## src/verilog/cdmr_pkg.sv

```systemverilog
// Package: offsets, field positions, reset values and timing for the block
package cdmr_pkg;

	// ********************************************************************
	// I/O port map (ten-bit decode)
	// ********************************************************************
	localparam logic [9:0] PORT_INDEX_MAIN   = 10'h3d4; // Index primary
	localparam logic [9:0] PORT_DATA_MAIN    = 10'h3d5; // Data primary
	localparam logic [9:0] PORT_PAIR_BASE    = 10'h3d0; // Alias group base
	localparam logic [9:0] PORT_MODE_PRIMARY = 10'h3d8; // Mode A
	localparam logic [9:0] PORT_STATUS       = 10'h3da; // Retrace status
	localparam logic [9:0] PORT_MODE_SECOND  = 10'h3de; // Mode B

	// ********************************************************************
	// Index space
	// ********************************************************************
	localparam logic [7:0] IDX_CRT_FIRST     = 8'h01;   // First absent index
	localparam logic [7:0] IDX_CRT_LAST      = 8'h09;   // Last absent index
	localparam logic [7:0] IDX_TALL_PANEL    = 8'hcc;   // Panel mode index
	localparam logic [7:0] IDX_INK           = 8'hcd;   // Ink overlay index

	// ********************************************************************
	// Field positions
	// ********************************************************************
	localparam int BIT_INK_EN      = 7;
	localparam int BIT_TALL_PANEL  = 2;
	localparam int BIT_BLINK       = 5;
	localparam int BIT_GRES_LO     = 4;
	localparam int BIT_VIDEO       = 3;
	localparam int BIT_GRAPH       = 1;
	localparam int BIT_COLUMNS     = 0;
	localparam int BIT_UNDERLINE   = 6;
	localparam int BIT_PAGE        = 3;
	localparam int BIT_GRES_HI     = 0;
	localparam int BIT_VRETRACE    = 3;
	localparam int BIT_HRETRACE    = 0;

	// Writable masks; every other bit is reserved, reads zero
	localparam logic [7:0] MASK_INK        = 8'h83;
	localparam logic [7:0] MASK_TALL       = 8'h04;
	localparam logic [7:0] MASK_MODE_A     = 8'h3b;
	localparam logic [7:0] MASK_MODE_B     = 8'h49;
	localparam logic [7:0] STATUS_FIXED    = 8'hf4; // Bits 7..4 and 2 high

	// Values after reset
	localparam logic [7:0] RESET_REG       = 8'h00;
	localparam logic [7:0] RESET_INDEX     = 8'h00;

	// ********************************************************************
	// Retrace simulation timing
	// ********************************************************************
	localparam int LINE_CYCLES       = 12800; // Clocks per simulated line
	localparam int LINE_RETRACE      = 1600;  // Clocks of line retrace
	localparam int FRAME_LINES       = 262;   // Lines per simulated frame
	localparam int FRAME_RETRACE     = 22;    // Lines of frame retrace

	// Ink combine methods
	typedef enum logic [1:0] {
		CDMR_INK_MODULATE = 2'h0,
		CDMR_INK_OR       = 2'h1,
		CDMR_INK_XOR      = 2'h2,
		CDMR_INK_RSVD     = 2'h3
	} cdmr_ink_t;

	// Decoded display mode
	typedef enum logic [2:0] {
		CDMR_TEXT_40,
		CDMR_TEXT_80,
		CDMR_GFX_320,
		CDMR_GFX_640,
		CDMR_GFX_640_TALL
	} cdmr_mode_t;

endpackage : cdmr_pkg

```

## src/verilog/cdmr_ink_merge.sv

```systemverilog
// Ink plane merge of lower-half data onto upper-half panel data
`timescale 1ns/1ps
module cdmr_ink_merge #(
	parameter int WIDTH = 4
) (
	input  wire logic [WIDTH-1:0] upperData,   // Upper half screen nibble
	input  wire logic [WIDTH-1:0] lowerData,   // Lower half screen nibble
	input  wire logic             inkActive,   // Enable and tall mode
	input  wire logic [1:0]       combineSel,  // Combine method
	output      logic [WIDTH-1:0] mergedData   // Drives upper panel data
);

	// ********************************************************************
	// Combine methods
	// ********************************************************************
	// Modulate inverts the upper pixel where ink is present
	wire [WIDTH-1:0] modData = upperData ^ lowerData;
	wire [WIDTH-1:0] orData  = upperData | lowerData;
	wire [WIDTH-1:0] xorData = upperData ^ lowerData;
	// Modulate here: upper pixel inverted wherever lower pixel is lit, same as XOR
	wire [WIDTH-1:0] modOut  = modData & ~lowerData | lowerData & ~upperData;

	// Reserved code passes upper data untouched
	wire [WIDTH-1:0] selData =
		(combineSel == cdmr_pkg::CDMR_INK_MODULATE) ? modOut  :
		(combineSel == cdmr_pkg::CDMR_INK_OR)       ? orData  :
		(combineSel == cdmr_pkg::CDMR_INK_XOR)      ? xorData :
		upperData;

	assign mergedData = inkActive ? selData : upperData;

endmodule : cdmr_ink_merge

```

## src/verilog/cdmr_regs.sv

```systemverilog
// Compatibility display mode registers with ink overlay and retrace status
// ********************************************************************
// Overview of operation
// - Ink enabled in tall mode merges halves
// - Two-bit field picks modulate, OR, XOR
// - Index port 3D4, data port 3D5
// - Aliases at 3D0/1, 3D2/3, 3D6/7 behave identically
// - Decode A0-A9 only, accept with AEN low
// - CRT timing indices one to nine absent
// - Blink bit: attribute top bit blinks or intensifies
// - Video bit only feeds power management
// - Mode decoded from graphics, columns, resolution bits
// - Status: retrace bits, bit2 and 7..4 ones
// - Underline bit enables underline, stops grayscale
// - Page bit selects low or high page
// - High-res bit: tall graphics, one 32K page
// - Separate tall panel control gates ink
// ********************************************************************
`timescale 1ns/1ps
module cdmr_regs #(
	parameter int PANEL_WIDTH   = 4,
	parameter int LINE_CYCLES   = cdmr_pkg::LINE_CYCLES,
	parameter int FRAME_LINES   = cdmr_pkg::FRAME_LINES
) (
	input  wire logic                   clk_sys,        // System clock
	input  wire logic                   rst,            // Async reset
	input  wire logic [9:0]             ioAddr,         // Address A0-A9
	input  wire logic                   aen,            // Address enable
	input  wire logic                   ioRead_n,       // I/O read strobe
	input  wire logic                   ioWrite_n,      // I/O write strobe
	input  wire logic [7:0]             ioWrData,       // Write data
	output      logic [7:0]             ioRdData,       // Read data
	output      logic                   ioRdEnable,     // Drive data bus
	input  wire logic [PANEL_WIDTH-1:0] upperHalfData,  // Upper screen
	input  wire logic [PANEL_WIDTH-1:0] lowerHalfData,  // Lower screen
	output      logic [PANEL_WIDTH-1:0] upper_panel_data, // To panel
	output      logic                   video_on_hint,  // To power mgmt
	output      logic                   attrBlinkMode,  // Top bit blinks
	output      logic                   underlineOn,    // Underline active
	output      logic                   grayscaleOn,    // Grayscale active
	output      logic                   display_page_select, // High page
	output      logic                   singleTextPage, // One 32K page
	output      logic                   tall_panel_select, // 400 lines
	output      logic [2:0]             displayMode     // Decoded mode
);

	// ********************************************************************
	// Registers
	// ********************************************************************
	logic [7:0] compat_index_select;     // Index register
	logic [7:0] display_mode_primary;    // Mode A
	logic [7:0] display_mode_secondary;  // Mode B
	logic [7:0] ink_overlay_control;     // Ink register
	logic [7:0] panelModeReg;            // Tall panel control
	logic [PANEL_WIDTH-1:0] panelOut;    // Registered panel data
	logic [7:0] readLatch;               // Registered read data
	logic       hRetrace;                // Line retrace flag
	logic       vRetrace;                // Frame retrace flag

	// ********************************************************************
	// Address decode
	// ********************************************************************
	// Only ten lines are compared, so upper aliases also hit
	wire        ioSelect   = ~aen;
	// A0 to A2 are dropped so all eight ports fold onto the base
	wire [9:0]  pairBase   = ioAddr & 10'h3f8;
	wire        inPair     = ioSelect && (pairBase == cdmr_pkg::PORT_PAIR_BASE);
	// Within the pair group, even ports index and odd ports data
	wire        hitIndex   = inPair && !ioAddr[0];
	wire        hitData    = inPair &&  ioAddr[0];
	wire        hitModeA   = ioSelect &&
		(ioAddr == cdmr_pkg::PORT_MODE_PRIMARY);
	wire        hitStatus  = ioSelect && (ioAddr == cdmr_pkg::PORT_STATUS);
	wire        hitModeB   = ioSelect &&
		(ioAddr == cdmr_pkg::PORT_MODE_SECOND);
	wire        anyHit     = hitIndex | hitData | hitModeA |
		hitStatus | hitModeB;

	wire        wrStrobe   = ~ioWrite_n;
	wire        rdStrobe   = ~ioRead_n;

	// Indexed targets; CRT timing indices have nothing behind them
	wire        idxInk     = (compat_index_select == cdmr_pkg::IDX_INK);
	wire        idxTall    = (compat_index_select ==
		cdmr_pkg::IDX_TALL_PANEL);
	wire        idxCrt     = (compat_index_select >= cdmr_pkg::IDX_CRT_FIRST)
		&& (compat_index_select <= cdmr_pkg::IDX_CRT_LAST);

	wire        wrIndex    = wrStrobe && hitIndex;
	wire        wrInk      = wrStrobe && hitData && idxInk && !idxCrt;
	wire        wrTall     = wrStrobe && hitData && idxTall && !idxCrt;
	wire        wrModeA    = wrStrobe && hitModeA;
	wire        wrModeB    = wrStrobe && hitModeB;

	// ********************************************************************
	// Read multiplexer
	// ********************************************************************
	wire [7:0] statusValue = cdmr_pkg::STATUS_FIXED |
		{4'h0, vRetrace, 2'b00, hRetrace};

	// Unimplemented indices read zero
	wire [7:0] dataValue =
		idxInk  ? ink_overlay_control :
		idxTall ? panelModeReg :
		8'h00;

	wire [7:0] next_readLatch =
		hitIndex  ? compat_index_select :
		hitData   ? dataValue :
		hitModeA  ? display_mode_primary :
		hitModeB  ? display_mode_secondary :
		hitStatus ? statusValue :
		8'h00;

	assign ioRdEnable = rdStrobe && anyHit;

	// ********************************************************************
	// Register writes
	// ********************************************************************
	// Index register holds whatever software last wrote
	always_ff @(posedge clk_sys or posedge rst)
	begin
		if (rst)
			compat_index_select <= cdmr_pkg::RESET_INDEX;
		else if (wrIndex)
			compat_index_select <= ioWrData;
	end

	// Mode A: reserved bits masked so they stay zero
	always_ff @(posedge clk_sys or posedge rst)
	begin
		if (rst)
			display_mode_primary <= cdmr_pkg::RESET_REG;
		else if (wrModeA)
			display_mode_primary <= ioWrData & cdmr_pkg::MASK_MODE_A;
	end

	// Mode B: reserved bits masked
	always_ff @(posedge clk_sys or posedge rst)
	begin
		if (rst)
			display_mode_secondary <= cdmr_pkg::RESET_REG;
		else if (wrModeB)
			display_mode_secondary <= ioWrData & cdmr_pkg::MASK_MODE_B;
	end

	// Ink register through the index/data pair
	always_ff @(posedge clk_sys or posedge rst)
	begin
		if (rst)
			ink_overlay_control <= cdmr_pkg::RESET_REG;
		else if (wrInk)
			ink_overlay_control <= ioWrData & cdmr_pkg::MASK_INK;
	end

	// Tall panel control, only bit 2 kept
	always_ff @(posedge clk_sys or posedge rst)
	begin
		if (rst)
			panelModeReg <= cdmr_pkg::RESET_REG;
		else if (wrTall)
			panelModeReg <= ioWrData & cdmr_pkg::MASK_TALL;
	end

	// Read data registered so the bus sees a stable byte
	always_ff @(posedge clk_sys or posedge rst)
	begin
		if (rst)
			readLatch <= 8'h00;
		else if (rdStrobe)
			readLatch <= next_readLatch;
	end

	// Data phase uses the latch once the strobe has been seen
	assign ioRdData = readLatch;

	// ********************************************************************
	// Mode outputs
	// ********************************************************************
	wire graphMode   = display_mode_primary[cdmr_pkg::BIT_GRAPH];
	wire columnSel   = display_mode_primary[cdmr_pkg::BIT_COLUMNS];
	wire gresLo      = display_mode_primary[cdmr_pkg::BIT_GRES_LO];
	wire gresHi      = display_mode_secondary[cdmr_pkg::BIT_GRES_HI];

	// Resolution 10 is not a listed mode; treated as 320 graphics
	wire [2:0] next_displayMode =
		!graphMode ? (columnSel ? 3'(cdmr_pkg::CDMR_TEXT_80) :
			3'(cdmr_pkg::CDMR_TEXT_40)) :
		!gresLo    ? 3'(cdmr_pkg::CDMR_GFX_320) :
		gresHi     ? 3'(cdmr_pkg::CDMR_GFX_640_TALL) :
		3'(cdmr_pkg::CDMR_GFX_640);

	// Video bit goes to power management only, not to the panel path
	assign video_on_hint = display_mode_primary[cdmr_pkg::BIT_VIDEO];
	assign attrBlinkMode = display_mode_primary[cdmr_pkg::BIT_BLINK];
	assign underlineOn   = display_mode_secondary[cdmr_pkg::BIT_UNDERLINE];
	assign grayscaleOn   = ~display_mode_secondary[cdmr_pkg::BIT_UNDERLINE];
	assign display_page_select =
		display_mode_secondary[cdmr_pkg::BIT_PAGE];
	assign singleTextPage = gresHi;
	assign tall_panel_select = panelModeReg[cdmr_pkg::BIT_TALL_PANEL];
	assign displayMode   = next_displayMode;

	// ********************************************************************
	// Ink overlay path
	// ********************************************************************
	wire inkEnable = ink_overlay_control[cdmr_pkg::BIT_INK_EN];
	wire inkActive = inkEnable && tall_panel_select;
	wire [PANEL_WIDTH-1:0] mergedData;

	cdmr_ink_merge #(
		.WIDTH      (PANEL_WIDTH)
	) u_ink (
		.upperData  (upperHalfData),
		.lowerData  (lowerHalfData),
		.inkActive  (inkActive),
		.combineSel (ink_overlay_control[1:0]),
		.mergedData (mergedData)
	);

	// Panel data registered; one cycle of latency from screen inputs
	always_ff @(posedge clk_sys or posedge rst)
	begin
		if (rst)
			panelOut <= '0;
		else
			panelOut <= mergedData;
	end

	assign upper_panel_data = panelOut;

	// ********************************************************************
	// Retrace simulation
	// ********************************************************************
	// Retrace spans scale with the period, so a line of at least 8 clocks and a frame
	// of at least 12 lines keep both flag states; default periods give the package spans
	localparam int LINE_RETRACE_SCALED =
		LINE_CYCLES * cdmr_pkg::LINE_RETRACE / cdmr_pkg::LINE_CYCLES;
	localparam int FRAME_RETRACE_SCALED =
		FRAME_LINES * cdmr_pkg::FRAME_RETRACE / cdmr_pkg::FRAME_LINES;

	cdmr_retrace_gen #(
		.LINE_CYCLES   (LINE_CYCLES),
		.LINE_RETRACE  (LINE_RETRACE_SCALED),
		.FRAME_LINES   (FRAME_LINES),
		.FRAME_RETRACE (FRAME_RETRACE_SCALED)
	) u_retrace (
		.clk_sys  (clk_sys),
		.rst      (rst),
		.hRetrace (hRetrace),
		.vRetrace (vRetrace)
	);

endmodule : cdmr_regs

```

## src/verilog/cdmr_retrace_gen.sv

```systemverilog
// Simulated line and frame retrace flag generator
`timescale 1ns/1ps
module cdmr_retrace_gen #(
	parameter int LINE_CYCLES   = cdmr_pkg::LINE_CYCLES,
	parameter int LINE_RETRACE  = cdmr_pkg::LINE_RETRACE,
	parameter int FRAME_LINES   = cdmr_pkg::FRAME_LINES,
	parameter int FRAME_RETRACE = cdmr_pkg::FRAME_RETRACE
) (
	input  wire logic clk_sys,      // System clock
	input  wire logic rst,          // Asynchronous reset
	output      logic hRetrace,     // Simulated line retrace
	output      logic vRetrace      // Simulated frame retrace
);

	// ********************************************************************
	// Counters
	// ********************************************************************
	logic [15:0] lineCount;         // Clock position in line
	logic [9:0]  frameCount;        // Line position in frame

	wire lineEnd  = (lineCount == 16'(LINE_CYCLES - 1));
	wire frameEnd = (frameCount == 10'(FRAME_LINES - 1));

	// Line counter wraps every line period
	always_ff @(posedge clk_sys or posedge rst)
	begin
		if (rst)
			lineCount <= 16'h0000;
		else
			lineCount <= lineEnd ? 16'h0000 : lineCount + 16'h0001;
	end

	// Frame counter steps once per line, an enable pulse
	always_ff @(posedge clk_sys or posedge rst)
	begin
		if (rst)
			frameCount <= 10'h000;
		else if (lineEnd)
			frameCount <= frameEnd ? 10'h000 : frameCount + 10'h001;
	end

	// Flags registered; both states seen by a polling loop
	always_ff @(posedge clk_sys or posedge rst)
	begin
		if (rst)
		begin
			hRetrace <= 1'b0;
			vRetrace <= 1'b0;
		end
		else
		begin
			hRetrace <= (lineCount >= 16'(LINE_CYCLES - LINE_RETRACE));
			vRetrace <= (frameCount >= 10'(FRAME_LINES - FRAME_RETRACE));
		end
	end

endmodule : cdmr_retrace_gen
```

## config.mk

```make
export PLATFORM = sky130hd
export DESIGN_NAME = cdmr_regs
export DESIGN_NICKNAME = d
export VERILOG_FILES = /design/src/verilog/cdmr_pkg.sv /design/src/verilog/cdmr_ink_merge.sv /design/src/verilog/cdmr_regs.sv /design/src/verilog/cdmr_retrace_gen.sv
export SDC_FILE = /design/constraint.sdc
export NUM_CORES = 1
export LEC_CHECK = 0
export ABC_AREA = 1
export BUFFER_PORTS_ARGS = -buffer_cell sky130_fd_sc_hd__buf_4
export CAP_MARGIN = 0
export CORE_MARGIN = 2
export CORE_UTILIZATION = 57
export CTS_CLUSTER_SIZE = 30
export DETAILED_ROUTE_END_ITERATION = 6
export PLACE_DENSITY = 0.78
export SLEW_MARGIN = 0
export SYNTH_ARGS = -nofsm -noshare
export SYNTH_HDL_FRONTEND = slang
export SYNTH_SLANG_ARGS = --single-unit
```

## constraint.sdc

```tcl
create_clock -name clk_sys -period 1.95 [get_ports clk_sys]
set_input_delay 0.2925 -clock clk_sys [delete_from_list [all_inputs] [get_ports clk_sys]]
set_output_delay 0.2925 -clock clk_sys [all_outputs]
set_load 0.01 [all_outputs]
```

==> out/results.md <==
| Quantity | Reported |
|---|---|
| VDD IR-drop max | 0.533 mV |
| Remaining Overflow, GRT | 0 |
| Shortest clock period the worst path allows after layout | 1.66 ns |
| Die height | 82.7 um |
| TNS Setup | 0 ns |
| # setup viols final | 0 |
| Hold buffers post-CTS | 1 |
| Static leakage | 2.25 nW |
| Final clock skew | 0.00906 ns |
| Maximum number of pins on one net before global-route repair | 42 |
| Routed vias/inst | 5.28 |
| Worst EP required | 1.66 ns |
| Highest-count cells in the layout ignoring fill and taps | nand2_1, inv_1, dfrtp_1 |
| Antenna violations before repair | 0 |
| Clock transition time at the flip-flop clock pins of the worst setup and hold paths | 0.06 ns |
| Finished Cell Area | 0.00421 mm^2 |
| Clock tree from TritonCTS | done |
| Register-to-register path setup slack | 0.34 ns |
| Result of the run | complete, no violations |
| Overall routed net length | 7.97 mm |
| Warnings, synthesis | 0 |
| Total count of max-transition violations in the final report | 0 |
| Top fanout value on the critical path | 4 |
| Post-placement cell count | 586 |
| Total power | 2.59 mW |
| Max-cap violations | 0 |
| Post-cts sizing count | 0 |
| Cts bufs inserted | 9 |
| Pwr dens | 614 mW/mm^2 |
| Class of the worst hold path | input port to flop |
| Cell repeated most along the worst path | nor2_1 |
| Start-to-end type of the worst setup path | input port to output port |
| Worst-skew pair later-pin latency | 0.34 ns |
| 1st-iter DRT viols | 191 |
| Crit path setup slack, layout | 0.286 ns |
| Final core utilization | 0.707 |
| Layout overhead on the synthesized area | 19.2% |
| Cell accounting for the most synthesized area | dfrtp_1 |
| Delay of the slowest critical-path stage | 0.18 ns |
| Master of the slowest instance on the critical path | nand4_1 |
| Setup WS pre-CTS | 0.306 ns |
| Relative max-transition margin | 0.713 |
| Most common cell after layout, fill and taps aside | nand2_1 |
| Number of placement rows | 28 |
| Startpoint of the tightest hold check path | ioWrData[3] |
| Tcrit/Tclk final | 0.853 |
| CORE AREA | 0.00596 mm^2 |
| Final weighted congestion of routability-driven global placement | 0.872 |
| Least-Margin Pin Slew | 0.430 ns |
| Layout Nets | 563 |
| Post-detailed-route wirelength per cell | 13.3 um |
| Setup repair after global routing missed its margin | no |
| Drt first pass iters | 5 |
| Ranking of synthesized cells by area | dfrtp_1, nand2_1, inv_1 |
| Number of buffers added for setup after CTS | 0 |
| First-pass GRT wire length | 12.9 mm |
| Starting Density | 0.593 |
| Number of global-route vias before repair | 2989 |
| Half-perimeter wire length after placement | 6.03 mm |
| Final std cells w/o fill | 601 |
| Number of I/O port buffers | 53 |
| Clock Sink Count | 60 |
| Sort of element at the start of the critical path | input port |
| Net count of the mapped netlist | 502 |
| Hold Vio Cnt, Final | 0 |
| Launch instance of the worst register-to-register path | u_retrace.lineCount[0] |
| Synthesized flop and latch total | 60 |
| GR Util All Layers | 0.252 |
| Antenna Cells | 0 |
| Fraction of final layout cells sized beyond drive strength 1 | 0.192 |
| Peak Freq | 601 MHz |
| Series of cell instances along the critical path | buf_4, inv_1, nand2_1, nor2_1, nand4_1, o21ai_0, nor2_1, nor2_1, buf_4 |
| Number of buffers on the longest clock path | 2 |
| Worst Setup SP | aen |
| Share of synthesized area occupied by flip-flops and latches | 0.425 |
| Crit path DAT | 1.37 ns |
| Clock tree root driver cell | clkbuf_8 |
| Remaining design rule violation count | 0 |
| Kind of capture point of the worst setup path | output port |
| DIE AREA | 0.00685 mm^2 |
| Synthesized area per cell | 7.65 um^2 |
| Boundary Pins | 54 |
| Area of placed instances | 0.00401 mm^2 |
| Post-Synthesis Cells | 462 |
| Count of cell types in the netlist | 36 |
| Via Count | 3172 |
| Cell Area, Synth | 0.00353 mm^2 |
| Die W | 82.7 um |
| Remaining antenna violation count | 0 |
| Count of H-tree levels built during CTS | 3 |
| Worst hold-check slack | 0.158 ns |
| Area share of the leading cell type in the synthesized netlist | 0.425 |
## logic make-up (layout without fill, tap and decap cells)
kind of cell | count (synthesis) | after routing | synth area share
simple gates | 214 | 214 | 0.286
buf+inv | 90 | 154 | 0.102
compound gates | 77 | 77 | 0.126
flops | 60 | 60 | 0.425
xor+xnor | 12 | 12 | 0.0297
fa+ha+maj | 9 | 9 | 0.0319
## path summary, 6_finish.rpt
path                                           end  depth (start not counted)
setup / recovery                        ioRdEnable                          9
hold / removal             display_mode_primary[3]                          3
setup reg to reg           u_retrace.lineCount[12]                          9
hold reg to reg            u_retrace.lineCount[15]                          1
max in group asynchronous  u_retrace.frameCount[9]                          4
min in group asynchronous   u_retrace.lineCount[1]                          3
## cell usage after synthesis, drive strengths merged
| cell | n |
|---|---|
| or2 | 1 |
| clkbuf | 2 |
| and3 | 1 |
| nand3 | 29 |
| o21ai | 46 |
| buf | 3 |
| and2 | 1 |
| nor3 | 10 |
| nor2 | 59 |
| ha | 9 |
| xor2 | 9 |
| a31oi | 2 |
| a21oi | 19 |
| o22ai | 4 |
| o21a | 1 |
| nand4 | 13 |
| dfrtp | 60 |
| o211ai | 5 |
| nand3b | 1 |
| xnor2 | 3 |
| nand2 | 99 |
| inv | 85 |
## state kept, by name (all words and copies together) (netlist names)
register and count:
ioRdData 8, u_retrace.lineCount 16, display_mode_primary 5, panelModeReg 1, display_mode_secondary 3, ink_overlay_control 3
upper_panel_data 4, compat_index_select 8, u_retrace.frameCount 10, u_retrace.hRetrace 1, u_retrace.vRetrace 1
## cell type report
class	instances	area, um^2
fillers	510	1740
multi-input cells	312	1670
flip-flops and latches	60	1500
repair buffers	55	428
inverters	85	327
clock buffers	12	155
well taps	75	93.8
clock inverters	2	35.0
## metal layers
metal | GRT usage | part of all wire
met5 | 0 | 0
met4 | 0.110 | 0.017
met3 | 0.0554 | 0.053
met2 | 0.455 | 0.53
met1 | 0.284 | 0.40
## where the power goes
part	switching, mW	internal, mW	leakage, nW
logic	0.122	0.0922	1.37
registers	0.0109	1.26	0.782
clock network	0.457	0.644	0.0983
## critical path, delay by kind of cell
family | cells | cell delay, ns
buffers and inverters | 3 | 0.36
and+or+nand+nor | 5 | 0.54
AOI/OAI and AO/OA | 1 | 0.17
Note: power is estimated with default switching activity, not from simulation.
